==> config.mk <==
export PLATFORM = sky130hd
export DESIGN_NAME = sysctl
export DESIGN_NICKNAME = d
export VERILOG_FILES = /design/src/logic/sysctl_pkg.sv /design/src/logic/sysctl.sv /design/src/logic/count_timer.sv
export SDC_FILE = /design/constraint.sdc
export NUM_CORES = 1
export LEC_CHECK = 0
export BUFFER_PORTS_ARGS = -buffer_cell sky130_fd_sc_hd__buf_4
export CORE_MARGIN = 3
export CORE_UTILIZATION = 40
export DETAILED_ROUTE_END_ITERATION = 10
export PLACE_DENSITY_LB_ADDON = 0.08
export SYNTH_ARGS = -nofsm -noshare
export SYNTH_HDL_FRONTEND = slang
export SYNTH_SLANG_ARGS = --single-unit
==> constraint.sdc <==
create_clock -name sys_clk -period 5.4 [get_ports sys_clk]
set_input_delay 0.27 -clock sys_clk [delete_from_list [all_inputs] [get_ports sys_clk]]
set_output_delay 0.27 -clock sys_clk [all_outputs]
set_load 0.02 [all_outputs]
==> src/logic/sysctl_pkg.sv <==
// Constants for the system clock, reset and power control block.
package sysctl_pkg;

  localparam int CLK_PERIOD_NS = 10;
  localparam int WAKE_TIME_NS = 20000;
  localparam int WAKE_CYCLES =
    (WAKE_TIME_NS + CLK_PERIOD_NS - 1) / CLK_PERIOD_NS;
  localparam int GLITCH_TIME_NS = 100;
  localparam int GLITCH_CYCLES =
    (GLITCH_TIME_NS + CLK_PERIOD_NS - 1) / CLK_PERIOD_NS;
  localparam int TIMER_W = 16;

  localparam int ADDR_W = 8;
  localparam int DATA_W = 32;
  localparam logic [7:0] OFS_PLL_CTRL = 8'h00;
  localparam logic [7:0] OFS_PLL_STAT = 8'h04;
  localparam logic [7:0] OFS_PBDIV = 8'h08;
  localparam logic [7:0] OFS_MEMMAP = 8'h0c;
  localparam logic [7:0] OFS_PCON = 8'h10;
  localparam logic [7:0] OFS_PCONP = 8'h14;
  localparam logic [7:0] OFS_EINT_MODE = 8'h18;
  localparam logic [7:0] OFS_EINT_POL = 8'h1c;
  localparam logic [7:0] OFS_EINT_WAKE = 8'h20;
  localparam logic [7:0] OFS_EINT_FLAG = 8'h24;
  localparam logic [7:0] OFS_EINT_ROUTE = 8'h28;
  localparam logic [7:0] OFS_RSRC = 8'h2c;

  localparam int PLL_EN_BIT = 0;
  localparam int PLL_CON_BIT = 1;
  localparam int MSEL_LSB = 2;
  localparam int MSEL_W = 5;
  localparam int PSEL_LSB = 7;
  localparam int PSEL_W = 2;
  localparam int STAT_LOCK_BIT = 9;
  localparam int STAT_CONN_BIT = 10;

  localparam logic [1:0] PB_QUARTER = 2'h0;
  localparam logic [1:0] PB_FULL = 2'h1;
  localparam logic [1:0] PB_HALF = 2'h2;
  localparam logic [1:0] PBDIV_RST = PB_QUARTER;
  localparam logic [1:0] PDIV_LIM_FULL = 2'h0;
  localparam logic [1:0] PDIV_LIM_HALF = 2'h1;
  localparam logic [1:0] PDIV_LIM_QUARTER = 2'h3;

  localparam logic MAP_FLASH = 1'b0;
  localparam logic MAP_SRAM = 1'b1;

  localparam int PCON_IDLE_BIT = 0;
  localparam int PCON_PD_BIT = 1;
  localparam int RSRC_PIN_BIT = 0;
  localparam int RSRC_WDT_BIT = 1;

  localparam int EINT_N = 9;
  localparam int IRQ_N = 4;
  localparam int ROUTE_W = 2;

  typedef enum logic [1:0] {pm_run, pm_idle, pm_pdown, pm_wake} pmode_t;

endpackage

==> src/logic/sysctl.sv <==
// System clock, reset, wake-up and power mode control with its registers.
// Notes on behaviour
// - PLL multiplier accepts every integer setting from 1 to 32.
// - PLL output divider divides by 2, 4, 8 or 16.
// - Any chip reset leaves the PLL off and bypassed.
// - Filtered reset pin or watchdog resets the chip and starts wake timer.
// - Internal reset holds until pin, oscillator, timer and flash are ready.
// - Released reset leaves registers at defaults, core starts at zero.
// - Leaving power-down always waits for the wake-up timer.
// - Nine external interrupt pins combine onto four interrupt lines.
// - Each external interrupt pin may be enabled to end power-down.
// - Vector area at zero maps to flash or to static RAM.
// - Idle stops the core until reset or interrupt; peripherals run.
// - Power-down stops oscillator and clocks, holding all state.
// - Power-down ends only by reset or clockless external interrupt.
// - Each peripheral has its own power enable.
// - Peripheral clock runs at full, half or quarter processor rate.
// - Peripheral clock divider resets to quarter rate.
// - PLL keeps running through idle when it was running.
// - Processor clock is the oscillator unless PLL runs and is connected.
//
// The register offsets and the plain strobed port were left to the implementer.
module sysctl #(
  parameter int PERIPH_N = 16,
  parameter int WAKE_LEN = sysctl_pkg::WAKE_CYCLES
) (
  input wire logic sys_clk,
  input wire logic rst,
  input wire logic [sysctl_pkg::ADDR_W-1:0] reg_addr,
  input wire logic [sysctl_pkg::DATA_W-1:0] reg_wdata,
  input wire logic reg_wr,
  input wire logic reg_rd,
  output logic [sysctl_pkg::DATA_W-1:0] reg_rdata,
  input wire logic ext_reset_n,
  input wire logic wdt_reset,
  input wire logic osc_ready,
  input wire logic flash_init_done,
  input wire logic pll_lock,
  input wire logic irq_pending,
  input wire logic [sysctl_pkg::EINT_N-1:0] eint_pin,
  output logic core_rst,
  output logic osc_enable,
  output logic pll_power,
  output logic [sysctl_pkg::MSEL_W-1:0] pll_msel,
  output logic [sysctl_pkg::PSEL_W-1:0] pll_psel,
  output logic cclk_sel_pll,
  output logic cpu_clk_en,
  output logic pclk_en,
  output logic [PERIPH_N-1:0] periph_power,
  output logic vector_sram,
  output logic [sysctl_pkg::IRQ_N-1:0] eint_irq
);

  if (PERIPH_N < 1 || PERIPH_N > sysctl_pkg::DATA_W) begin : g_bad_periph
    $error("PERIPH_N must lie between 1 and the data width");
  end

  localparam int EN = sysctl_pkg::EINT_N;
  localparam int RW = sysctl_pkg::ROUTE_W;

  typedef struct packed {
    logic pll_en;
    logic pll_con;
    logic [sysctl_pkg::MSEL_W-1:0] msel;
    logic [sysctl_pkg::PSEL_W-1:0] psel;
    logic [1:0] pbdiv;
    logic vec_sram;
    logic [PERIPH_N-1:0] pconp;
    logic [EN-1:0] eint_mode;
    logic [EN-1:0] eint_pol;
    logic [EN-1:0] eint_wake;
    logic [EN-1:0] eint_flag;
    logic [EN-1:0] eint_prev;
    logic [EN*RW-1:0] route;
    logic [1:0] rsrc;
    sysctl_pkg::pmode_t pmode;
    logic pin_rst;
    logic core_rst;
    logic osc_en;
    logic pll_pwr;
    logic cclk_pll;
    logic cpu_en;
    logic pclk_en;
    logic [1:0] pdiv_cnt;
    logic [sysctl_pkg::IRQ_N-1:0] irq;
    logic [sysctl_pkg::DATA_W-1:0] rdata;
  } st_t;

  st_t st_ff;
  st_t nxt_st;
  logic wake_done;
  logic glitch_done;
  logic chip_rst_req;
  logic [EN-1:0] eint_act;
  logic wake_hit;

  assign chip_rst_req = st_ff.pin_rst | wdt_reset;
  assign eint_act = ~(eint_pin ^ st_ff.eint_pol);
  assign wake_hit = |(eint_act & st_ff.eint_wake);

  // Filters glitches off the external reset pin.
  count_timer #(
    .W(sysctl_pkg::TIMER_W),
    .LEN(sysctl_pkg::GLITCH_CYCLES)
  ) u_glitch (
    .sys_clk(sys_clk),
    .rst(rst),
    .start((~ext_reset_n) == st_ff.pin_rst),
    .run(1'b1),
    .done(glitch_done)
  );

  // Counts oscillator clocks after reset or power-down.
  count_timer #(
    .W(sysctl_pkg::TIMER_W),
    .LEN(WAKE_LEN)
  ) u_wake (
    .sys_clk(sys_clk),
    .rst(rst),
    .start(chip_rst_req || st_ff.pmode == sysctl_pkg::pm_pdown),
    .run(osc_ready),
    .done(wake_done)
  );

  always_comb begin
    logic wr_ok;
    logic [1:0] lim;
    logic [EN-1:0] set_flag;
    nxt_st = st_ff;
    wr_ok = reg_wr && !st_ff.core_rst;
    lim = sysctl_pkg::PDIV_LIM_QUARTER;
    set_flag = '0;

    if (glitch_done && (~ext_reset_n) != st_ff.pin_rst) begin
      nxt_st.pin_rst = ~ext_reset_n;
    end

    // Reset sources are sticky; a new source wins over a clear.
    if (wr_ok && reg_addr == sysctl_pkg::OFS_RSRC) begin
      nxt_st.rsrc = st_ff.rsrc & ~reg_wdata[1:0];
    end
    if (st_ff.pin_rst) begin
      nxt_st.rsrc[sysctl_pkg::RSRC_PIN_BIT] = 1'b1;
    end
    if (wdt_reset) begin
      nxt_st.rsrc[sysctl_pkg::RSRC_WDT_BIT] = 1'b1;
    end

    if (wr_ok) begin
      case (reg_addr)
        sysctl_pkg::OFS_PLL_CTRL: begin
          nxt_st.pll_en = reg_wdata[sysctl_pkg::PLL_EN_BIT];
          nxt_st.pll_con = reg_wdata[sysctl_pkg::PLL_CON_BIT];
          nxt_st.msel = reg_wdata[sysctl_pkg::MSEL_LSB +:
            sysctl_pkg::MSEL_W];
          nxt_st.psel = reg_wdata[sysctl_pkg::PSEL_LSB +:
            sysctl_pkg::PSEL_W];
        end
        sysctl_pkg::OFS_PBDIV: nxt_st.pbdiv = reg_wdata[1:0];
        sysctl_pkg::OFS_MEMMAP: nxt_st.vec_sram = reg_wdata[0];
        sysctl_pkg::OFS_PCONP: begin
          nxt_st.pconp = reg_wdata[PERIPH_N-1:0];
        end
        sysctl_pkg::OFS_EINT_MODE: nxt_st.eint_mode = reg_wdata[EN-1:0];
        sysctl_pkg::OFS_EINT_POL: nxt_st.eint_pol = reg_wdata[EN-1:0];
        sysctl_pkg::OFS_EINT_WAKE: begin
          nxt_st.eint_wake = reg_wdata[EN-1:0];
        end
        sysctl_pkg::OFS_EINT_FLAG: begin
          nxt_st.eint_flag = st_ff.eint_flag & ~reg_wdata[EN-1:0];
        end
        sysctl_pkg::OFS_EINT_ROUTE: nxt_st.route = reg_wdata[EN*RW-1:0];
        default: begin
        end
      endcase
    end

    // Edge mode catches a rising active level, level mode sets the flag on every active cycle.
    set_flag = eint_act & (~st_ff.eint_mode | ~st_ff.eint_prev);
    nxt_st.eint_flag = nxt_st.eint_flag | set_flag;
    nxt_st.eint_prev = eint_act;
    nxt_st.irq = '0;
    for (int i = 0; i < EN; i++) begin
      if (st_ff.eint_flag[i]) begin
        nxt_st.irq[st_ff.route[i*RW +: RW]] = 1'b1;
      end
    end

    case (st_ff.pmode)
      sysctl_pkg::pm_run: begin
        if (wr_ok && reg_addr == sysctl_pkg::OFS_PCON) begin
          if (reg_wdata[sysctl_pkg::PCON_PD_BIT]) begin
            nxt_st.pmode = sysctl_pkg::pm_pdown;
          end else if (reg_wdata[sysctl_pkg::PCON_IDLE_BIT]) begin
            nxt_st.pmode = sysctl_pkg::pm_idle;
          end
        end
      end
      sysctl_pkg::pm_idle: begin
        if (irq_pending || st_ff.irq != '0) begin
          nxt_st.pmode = sysctl_pkg::pm_run;
        end
      end
      sysctl_pkg::pm_pdown: begin
        if (wake_hit) begin
          nxt_st.pmode = sysctl_pkg::pm_wake;
        end
      end
      sysctl_pkg::pm_wake: begin
        if (wake_done && osc_ready) begin
          nxt_st.pmode = sysctl_pkg::pm_run;
        end
      end
      default: nxt_st.pmode = sysctl_pkg::pm_run;
    endcase

    if (chip_rst_req) begin
      nxt_st.core_rst = 1'b1;
    end else if (st_ff.core_rst && osc_ready && wake_done &&
                 flash_init_done) begin
      nxt_st.core_rst = 1'b0;
    end

    // Held reset restores every control to its default value.
    if (nxt_st.core_rst) begin
      nxt_st.pll_en = 1'b0;
      nxt_st.pll_con = 1'b0;
      nxt_st.msel = '0;
      nxt_st.psel = '0;
      nxt_st.pbdiv = sysctl_pkg::PBDIV_RST;
      nxt_st.vec_sram = sysctl_pkg::MAP_FLASH;
      nxt_st.pconp = '1;
      nxt_st.eint_mode = '0;
      nxt_st.eint_pol = '0;
      nxt_st.eint_wake = '0;
      nxt_st.eint_flag = '0;
      nxt_st.route = '0;
      nxt_st.irq = '0;
      nxt_st.pmode = sysctl_pkg::pm_run;
    end

    // Power-down stops oscillator and PLL; idle leaves the PLL alone.
    nxt_st.osc_en = nxt_st.pmode != sysctl_pkg::pm_pdown;
    nxt_st.pll_pwr = nxt_st.pll_en &&
      nxt_st.pmode != sysctl_pkg::pm_pdown;
    nxt_st.cclk_pll = nxt_st.pll_con && nxt_st.pll_pwr &&
      st_ff.pll_pwr && pll_lock;
    nxt_st.cpu_en = nxt_st.pmode == sysctl_pkg::pm_run &&
      !nxt_st.core_rst;

    case (nxt_st.pbdiv)
      sysctl_pkg::PB_FULL: lim = sysctl_pkg::PDIV_LIM_FULL;
      sysctl_pkg::PB_HALF: lim = sysctl_pkg::PDIV_LIM_HALF;
      default: lim = sysctl_pkg::PDIV_LIM_QUARTER;
    endcase
    if (nxt_st.pmode == sysctl_pkg::pm_pdown ||
        nxt_st.pmode == sysctl_pkg::pm_wake) begin
      nxt_st.pclk_en = 1'b0;
      nxt_st.pdiv_cnt = '0;
    end else begin
      nxt_st.pclk_en = st_ff.pdiv_cnt == '0;
      nxt_st.pdiv_cnt = (st_ff.pdiv_cnt >= lim) ? 2'h0 :
        st_ff.pdiv_cnt + 2'h1;
    end

    nxt_st.rdata = '0;
    if (reg_rd) begin
      case (reg_addr)
        sysctl_pkg::OFS_PLL_CTRL: begin
          nxt_st.rdata[8:0] = {st_ff.psel, st_ff.msel, st_ff.pll_con,
            st_ff.pll_en};
        end
        sysctl_pkg::OFS_PLL_STAT: begin
          nxt_st.rdata[8:0] = {st_ff.psel, st_ff.msel, st_ff.pll_con,
            st_ff.pll_en};
          nxt_st.rdata[sysctl_pkg::STAT_LOCK_BIT] = pll_lock;
          nxt_st.rdata[sysctl_pkg::STAT_CONN_BIT] = st_ff.cclk_pll;
        end
        sysctl_pkg::OFS_PBDIV: nxt_st.rdata[1:0] = st_ff.pbdiv;
        sysctl_pkg::OFS_MEMMAP: nxt_st.rdata[0] = st_ff.vec_sram;
        sysctl_pkg::OFS_PCON: begin
          nxt_st.rdata[sysctl_pkg::PCON_IDLE_BIT] =
            st_ff.pmode == sysctl_pkg::pm_idle;
          nxt_st.rdata[sysctl_pkg::PCON_PD_BIT] =
            st_ff.pmode == sysctl_pkg::pm_pdown ||
            st_ff.pmode == sysctl_pkg::pm_wake;
        end
        sysctl_pkg::OFS_PCONP: nxt_st.rdata[PERIPH_N-1:0] = st_ff.pconp;
        sysctl_pkg::OFS_EINT_MODE: nxt_st.rdata[EN-1:0] = st_ff.eint_mode;
        sysctl_pkg::OFS_EINT_POL: nxt_st.rdata[EN-1:0] = st_ff.eint_pol;
        sysctl_pkg::OFS_EINT_WAKE: nxt_st.rdata[EN-1:0] = st_ff.eint_wake;
        sysctl_pkg::OFS_EINT_FLAG: nxt_st.rdata[EN-1:0] = st_ff.eint_flag;
        sysctl_pkg::OFS_EINT_ROUTE: nxt_st.rdata[EN*RW-1:0] = st_ff.route;
        sysctl_pkg::OFS_RSRC: nxt_st.rdata[1:0] = st_ff.rsrc;
        default: nxt_st.rdata = '0;
      endcase
    end
  end

  always_ff @(posedge sys_clk or posedge rst) begin
    if (rst) begin
      st_ff <= '0;
      st_ff.pbdiv <= sysctl_pkg::PBDIV_RST;
      st_ff.pconp <= '1;
      st_ff.pmode <= sysctl_pkg::pm_run;
      st_ff.pin_rst <= 1'b1;
      st_ff.core_rst <= 1'b1;
      st_ff.osc_en <= 1'b1;
    end else begin
      st_ff <= nxt_st;
    end
  end

  assign reg_rdata = st_ff.rdata;
  assign core_rst = st_ff.core_rst;
  assign osc_enable = st_ff.osc_en;
  assign pll_power = st_ff.pll_pwr;
  assign pll_msel = st_ff.msel;
  assign pll_psel = st_ff.psel;
  assign cclk_sel_pll = st_ff.cclk_pll;
  assign cpu_clk_en = st_ff.cpu_en;
  assign pclk_en = st_ff.pclk_en;
  assign periph_power = st_ff.pconp;
  assign vector_sram = st_ff.vec_sram;
  assign eint_irq = st_ff.irq;

  property p_pll_off_in_reset;
    @(posedge sys_clk) disable iff (rst)
      core_rst |-> !pll_power && !cclk_sel_pll;
  endproperty
  a_pll_off_in_reset: assert property (p_pll_off_in_reset)
    else $error("PLL active during reset");

  property p_pll_needs_lock;
    @(posedge sys_clk) disable iff (rst)
      cclk_sel_pll |-> $past(pll_lock) && pll_power;
  endproperty
  a_pll_needs_lock: assert property (p_pll_needs_lock)
    else $error("PLL selected without lock");

  property p_reset_release;
    @(posedge sys_clk) disable iff (rst)
      $fell(core_rst) |-> $past(flash_init_done) && $past(osc_ready) &&
        $past(wake_done) && !$past(st_ff.pin_rst) && !$past(wdt_reset);
  endproperty
  a_reset_release: assert property (p_reset_release)
    else $error("Reset released too early");

  property p_wdt_resets;
    @(posedge sys_clk) disable iff (rst)
      wdt_reset |=> core_rst ##1 (core_rst && !wake_done);
  endproperty
  a_wdt_resets: assert property (p_wdt_resets)
    else $error("Watchdog did not reset chip");

  property p_pbdiv_default;
    @(posedge sys_clk) disable iff (rst)
      core_rst |-> st_ff.pbdiv == sysctl_pkg::PB_QUARTER;
  endproperty
  a_pbdiv_default: assert property (p_pbdiv_default)
    else $error("Peripheral divider not at quarter");

  property p_quarter_spacing;
    @(posedge sys_clk) disable iff (rst)
      pclk_en && st_ff.pbdiv == sysctl_pkg::PB_QUARTER |=> !pclk_en;
  endproperty
  a_quarter_spacing: assert property (p_quarter_spacing)
    else $error("Peripheral clock too fast");

  property p_pdown_gated;
    @(posedge sys_clk) disable iff (rst)
      st_ff.pmode == sysctl_pkg::pm_pdown |->
        !osc_enable && !cpu_clk_en && !pclk_en && !pll_power;
  endproperty
  a_pdown_gated: assert property (p_pdown_gated)
    else $error("Clock running in power-down");

  property p_wake_timer;
    @(posedge sys_clk) disable iff (rst)
      $past(st_ff.pmode) == sysctl_pkg::pm_wake &&
        st_ff.pmode == sysctl_pkg::pm_run && !core_rst |->
        $past(wake_done) && $past(osc_ready);
  endproperty
  a_wake_timer: assert property (p_wake_timer)
    else $error("Woke before wake-up timer");

  property p_wake_source;
    @(posedge sys_clk) disable iff (rst)
      st_ff.pmode == sysctl_pkg::pm_pdown && wake_hit && !chip_rst_req
        |=> st_ff.pmode == sysctl_pkg::pm_wake ##1 osc_enable;
  endproperty
  a_wake_source: assert property (p_wake_source)
    else $error("Enabled pin did not wake");

  property p_idle_exit;
    @(posedge sys_clk) disable iff (rst)
      st_ff.pmode == sysctl_pkg::pm_idle && irq_pending && !chip_rst_req
        |=> cpu_clk_en;
  endproperty
  a_idle_exit: assert property (p_idle_exit)
    else $error("Interrupt did not end idle");

  property p_vector_map;
    @(posedge sys_clk) disable iff (rst)
      reg_wr && reg_addr == sysctl_pkg::OFS_MEMMAP && !core_rst &&
        !chip_rst_req |=> vector_sram == $past(reg_wdata[0]);
  endproperty
  a_vector_map: assert property (p_vector_map)
    else $error("Vector map not updated");

endmodule

==> src/logic/count_timer.sv <==
// Reloadable down counter that flags when its count has run out.
module count_timer #(
  parameter int W = 16,
  parameter int LEN = 10
) (
  input wire logic sys_clk,
  input wire logic rst,
  input wire logic start,
  input wire logic run,
  output logic done
);

  if (LEN < 1 || LEN >= (1 << W)) begin : g_bad_len
    $error("count_timer length does not fit its counter");
  end

  localparam logic [W-1:0] LOAD = W'(LEN);

  typedef struct packed {
    logic [W-1:0] cnt;
    logic done;
  } tmr_t;

  tmr_t st_ff;
  tmr_t nxt_st;

  always_comb begin
    nxt_st = st_ff;
    if (start) begin
      nxt_st.cnt = LOAD;
    end else if (run && st_ff.cnt != '0) begin
      nxt_st.cnt = st_ff.cnt - 1'b1;
    end
    nxt_st.done = (nxt_st.cnt == '0);
  end

  always_ff @(posedge sys_clk or posedge rst) begin
    if (rst) begin
      st_ff <= '{cnt: LOAD, done: 1'b0};
    end else begin
      st_ff <= nxt_st;
    end
  end

  assign done = st_ff.done;

endmodule

### Word level (Yosys, flattened, before mapping)

Cells that the tools add are included.

* bits in registers: 174
* input port bits: 59
* output and inout bits: 66
* logic and storage cells: 220

* add/sub/neg operators: 3
* magnitude comparators: 19
* equal/unequal tests: 21
* mux-type cells: 68
* bitwise logic cells: 22
* reductions and logical operators: 57

Operator list (number)
* 64-bit two-way mux: 2
* 16-bit two-way mux: 5
* 18-bit two-way mux: 4
* 7-bit case mux with 7 select lines: 1
* 9-bit two-way mux: 5
* 4-bit two-way mux: 10
* 9-bit inverter: 4
* 8-bit by 5-bit == test with 1-bit output (second input constant): 4
* 8-bit by 6-bit == test with 1-bit output (second input constant): 4
* 16-bit logical NOT: 2
* 4-bit OR: 8
* 16-bit nonzero test: 2
* 16-bit by 1-bit subtractor with 16-bit output (second input constant): 2
* 9-bit bitwise AND: 3
* 2-bit by 3-bit < comparator with 1-bit output (second input constant): 9
* 1-bit logical AND: 23
* 2-bit two-way mux: 11
* 2-bit nonzero test: 10
* 1-bit demux with 2-bit select: 9
* 2-bit by 1-bit >= comparator with 1-bit output (second input constant): 9
* 9-bit OR: 2
* 8-bit by 4-bit == test with 1-bit output (second input constant): 2
* 1-bit two-way mux: 14
* 2-bit AND reduction: 7
* 27 further kinds: 38

### Depth between registers and ports, before layout

* depth after elaboration: 22
* gate-level depth with buffers: 11
* mapped depth without buffers: 11

### Hierarchy

From an unflattened synthesis, not the netlist that was laid out.

* cells, all modules: 987
* area, all modules: 9003.6 um2

Modules (own cells, without submodules)
* sysctl: times used 1, cells an instance 728, area an instance 6672.6 um2, sequential area each 3176.8 um2
* count_timer at u_wake: times used 1, cells an instance 129, area an instance 1173.6 um2, sequential area each 432.9 um2
* count_timer at u_glitch: times used 1, cells an instance 130, area an instance 1157.4 um2, sequential area each 427.9 um2

### Worst setup path after synthesis

OpenSTA, ideal clock, no wires.

* kind: in2reg
* start point: input osc_ready
* end point: register st_ff[36] in the netlist's numbering
* library setup time: 0.125 ns
* data arrival time: 2.661 ns
* data required time: 5.275 ns
* slack: 2.614 ns
* stages on the path: 11
* path buffers: 2
* cell sequence: buf_4 > nand3_1 > a211oi_1 > inv_2 > clkbuf_1 > a21oi_1 > ha_1 > inv_1 > ha_1 > nand2b_1 > a2111oi_0

RTL lines
* from (decl): RTL line sysctl.sv:36 `input wire logic osc_ready,`
* to (signal assigned): RTL line sysctl.sv:310 `st_ff <= nxt_st;`
* to (decl): RTL line sysctl.sv:89 `st_t st_ff;`

==> results.txt <==
----------------------------------------------------
[Worst setup path]
  Cell family contributing the most delay on the critical path ... simple AND/OR/NAND/NOR gates
  Count of buffer and inverter cells on the critical path ... 1
  Cell-by-cell trace of the critical path ... inv_1 > ha_1 > or4b_1 > or4_4 > nand3_2 > nand3_2 > nor4bb_1 > nor4b_2
  Crit path required time ... 5.73 ns
  Logic depth of the worst register-to-register path ... 8
  Data arrival time of the critical path ... 3.11 ns
  Reg-to-reg slack, setup ... around 2.6 ns
  Critical Setup Path Class ... reg2reg
  CP max-delay cell ... sky130_fd_sc_hd__or4_4
  Element type at the critical path start ... flip-flop
  Worst reg2reg endpoint ... u_glitch.done
  Max stage delay on crit path ... about 0.56 ns
  Critical path fanouts, max ... 4
  CP Capture Type ... flip-flop
  Worst r2r src ... u_glitch.st_ff[1]
  Most used cell, CP ... sky130_fd_sc_hd__nand3_2

[Global route]
  Maximum number of pins on one net before global-route repair ... 100
  GR Overflow Total ... 0
  Number of antenna violations at the first check in global routing ... 0
  Via count of the first global-routing pass ... around 6800
  Global-route wire length before repair ... ~37000 um
  Overall fraction of global-route tracks in use ... a little over a fifth

[Route]
  Vias per inst ... between 5 and 6
  Pre-antenna DRT Iters ... 6
  Drc violations ... 0
  Count of routing violations after the opening detailed-route iteration ... roughly 600
  Final antenna-violating net count ... 0
  Total number of vias ... ~7000
  Routed WL ... between 20000 and 25000 um
  Final routed wire length divided by cell count ... a little under 20 um

[Floorplan]
  Number of standard-cell rows in the floorplan ... slightly above 50
  I/O pin total ... around 130
  Initial Utilization ... between 40% and 50%
  Die Ht ... around 150 um
  Core box area ... ~20000 um^2
  Total die area ... between 20000 and 25000 um^2
  Die extent in x ... between 100 and 150 um

[Run status]
  Run status ... finished, final reports clean

[Power and ir drop]
  Leakage Power ... 3.88 nW
  Max VDD drop ... approximately 0.21 mV
  Power density over the cells ... around 300 nW/um^2
  Design Power ... ~2.9 mW

[Finish]
  Non-filler cells, final ... around 1200
  Count of nets after finishing ... a little under 1000
  Share of cells above drive strength 1 ... a little under a fifth
  P&R area growth vs syn ... 13.9%
  Most common cell after layout, fill and taps aside ... sky130_fd_sc_hd__nand2_1
  Layout Utilization ... roughly 47%
  # diodes ... 0
  Highest-count cells in the layout ignoring fill and taps ... 142 x sky130_fd_sc_hd__nand2_1, 133 x sky130_fd_sc_hd__dfrtp_1, 104 x sky130_fd_sc_hd__buf_4

[Logic synthesis]
  Largest area contributor in the netlist ... sky130_fd_sc_hd__dfrtp_1
  Number of instances in the synthesized netlist ... a little under 900
  Async S/R FF share, synth ... between 90% and 100%
  Share of the synthesized area in the top cell type ... about 40%
  Count of flip-flops with a built-in enable after synthesis ... 0
  Number of synthesis warnings ... 0
  Yosys reg bits ... 160
  Flip-flop cell with the highest count after synthesis ... sky130_fd_sc_hd__dfrtp_1
  Netlist cell types ... 66
  Avg Cell Area, Syn ... between 9 and 10 um^2
  Cell area after synthesis ... slightly above 8000 um^2
  Share of synthesized area occupied by flip-flops and latches ... between 40% and 50%
  Synth top area cells ... sky130_fd_sc_hd__dfrtp_1 40%, sky130_fd_sc_hd__dfstp_2 8.6%, sky130_fd_sc_hd__nand2_1 6.4%

[Placement]
  Port Buf Inserts ... 96
  Final HPWL DP ... roughly 16000 um
  Number of instances in the placed design ... between 1000 and 1500
  Global placement routability congestion ... around 0.94

[CTS]
  Clock transition time at the flip-flop clock pins of the worst setup and hold paths ... approximately 0.07 ns
  Insertion delay of the later-clocked pin in the worst-skew pair ... between 0.4 and 0.5 ns
  Maximum count of clock buffers along a single path ... 2
  TritonCTS clock tree ... yes
  Number of buffers inserted during clock tree synthesis ... 17
  Sinks on Clock Net ... 160
  H-Tree Depth ... 4
  Root buffer cell ... sky130_fd_sc_hd__clkbuf_16

[STA]
  Final setup violation count ... 0
  Share of the clock period used by the worst path after layout ... 51.4%
  WHS ... ~0.053 ns
  Worst slew margin relative to its limit ... 20.2%
  Highest Clock Rate ... ~0.36 GHz
  Worst Skew ... roughly 0.011 ns
  Setup tns final ... 0 ns
  Least-Margin Pin Slew ... between 1 and 1.5 ns
  Max Transition Viols Final ... 0
  Final critical delay including setup and external delays ... ~2.8 ns
  Final count of hold timing violations ... 0
  RSZ-0062 raised after global routing ... false

[Hold path]
  Worst hold path type ... in2async

[Run]
  Maximum Capacitance Violations ... 0

----------------------------------------------------
## per-stage QoR
stage	cell area, um^2	worst slack (ns)
after global placement	8820	2.53
final	9420	2.62
after detailed placement	8820	2.50
after floorplan	8320	0.855
after global routing	9420	2.44
after CTS	9420	2.61
## cells in the mapped netlist, types with 13 or more instances
| master | n |
|---|---|
| sky130_fd_sc_hd__nor3_1 | 20 |
| sky130_fd_sc_hd__a22oi_1 | 37 |
| sky130_fd_sc_hd__dfstp_2 | 27 |
| sky130_fd_sc_hd__xnor2_1 | 24 |
| sky130_fd_sc_hd__a21oi_1 | 57 |
| sky130_fd_sc_hd__inv_1 | 19 |
| sky130_fd_sc_hd__buf_4 | 60 |
| sky130_fd_sc_hd__nand3_1 | 68 |
| sky130_fd_sc_hd__mux2i_1 | 16 |
| sky130_fd_sc_hd__clkbuf_1 | 35 |
| sky130_fd_sc_hd__dfrtp_1 | 133 |
| sky130_fd_sc_hd__nor2_1 | 60 |
| sky130_fd_sc_hd__nand2_1 | 142 |
| sky130_fd_sc_hd__a31oi_1 | 13 |
## worst max-delay path by stage
| stage | start | to | slack, ns | depth (start not counted) |
|---|---|---|---|---|
| floorplan | rst | cclk_sel_pll | 0.85 | 1 |
| global placement | reg_addr[4] | reg_rdata[6] | 2.53 | 6 |
| detailed placement | reg_addr[4] | reg_rdata[6] | 2.50 | 6 |
| CTS | u_glitch.st_ff[1] | u_glitch.done | 2.61 | 8 |
| global route | u_wake.st_ff[1] | u_wake.done | 2.44 | 7 |
| finish | u_glitch.st_ff[1] | u_glitch.done | 2.62 | 8 |
## repair_timing
| action | in CTS | in global routing |
|---|---|---|
| endpoints found under the hold margin | 1 | 0 |
| buffers inserted | 0 | 0 |
| resized for setup | 0 | 0 |
| hold buffers | 1 | 0 |
## registers in the layout, summed over array words and instances, names as in the netlist, 2 cells and up
signal	count
st_ff	74
pll_psel	2
u_wake.st_ff	16
u_glitch.st_ff	16
pll_msel	5
reg_rdata	18
eint_irq	4
periph_power	16
## worst register-to-register path, delay by kind of cell (launching register included)
| kind | cells | cell delay (ns) |
|---|---|---|
| adders and majority gates | 1 | 0.25 |
| buffers and inverters | 1 | 0.13 |
| DFF | 1 | 0.40 |
| and+or+nand+nor | 6 | 1.90 |
## final cells by class
| cell class | count | area, um^2 |
|---|---|---|
| repair buffers | 105 | 791 |
| clock buffers | 18 | 429 |
| flip-flops and latches | 160 | 4040 |
| clock inverters | 14 | 156 |
| well taps | 265 | 332 |
| multi-input cells | 615 | 3590 |
| fillers | 1903 | 10500 |
| inverters | 20 | 80.1 |
## report_power, final
group	switching, mW	internal (mW)	leakage, nW
clock	0.522	0.689	0.280
combinational	0.227	0.139	1.49
sequential	0.0443	1.24	2.11
## kinds of logic (layout without fill, tap and decap cells)
| family | after synthesis | after routing | share of synthesized area, % |
|---|---|---|---|
| and+or+nand+nor | 387 | 387 | 23.3 |
| AOI/OAI and AO/OA | 163 | 163 | 13.4 |
| DFF | 160 | 160 | 48.8 |
| buffers and inverters | 122 | 157 | 8.47 |
| xor gates and xnor gates | 27 | 27 | 2.86 |
| muxes | 16 | 16 | 1.94 |
| adders and majority gates | 8 | 8 | 1.21 |
| other | 1 | 14 | 0.0454 |
## per-layer routing
layer	GRT usage (%)	vias up	part of all wire, %
met5	0	-	0
met3	4.30	39	5.8
li1	-	3152	-
met1	28.5	3418	43
met4	7.46	0	2.1
met2	34.8	234	49
No activity file was read; power rests on OpenSTA's default activity.
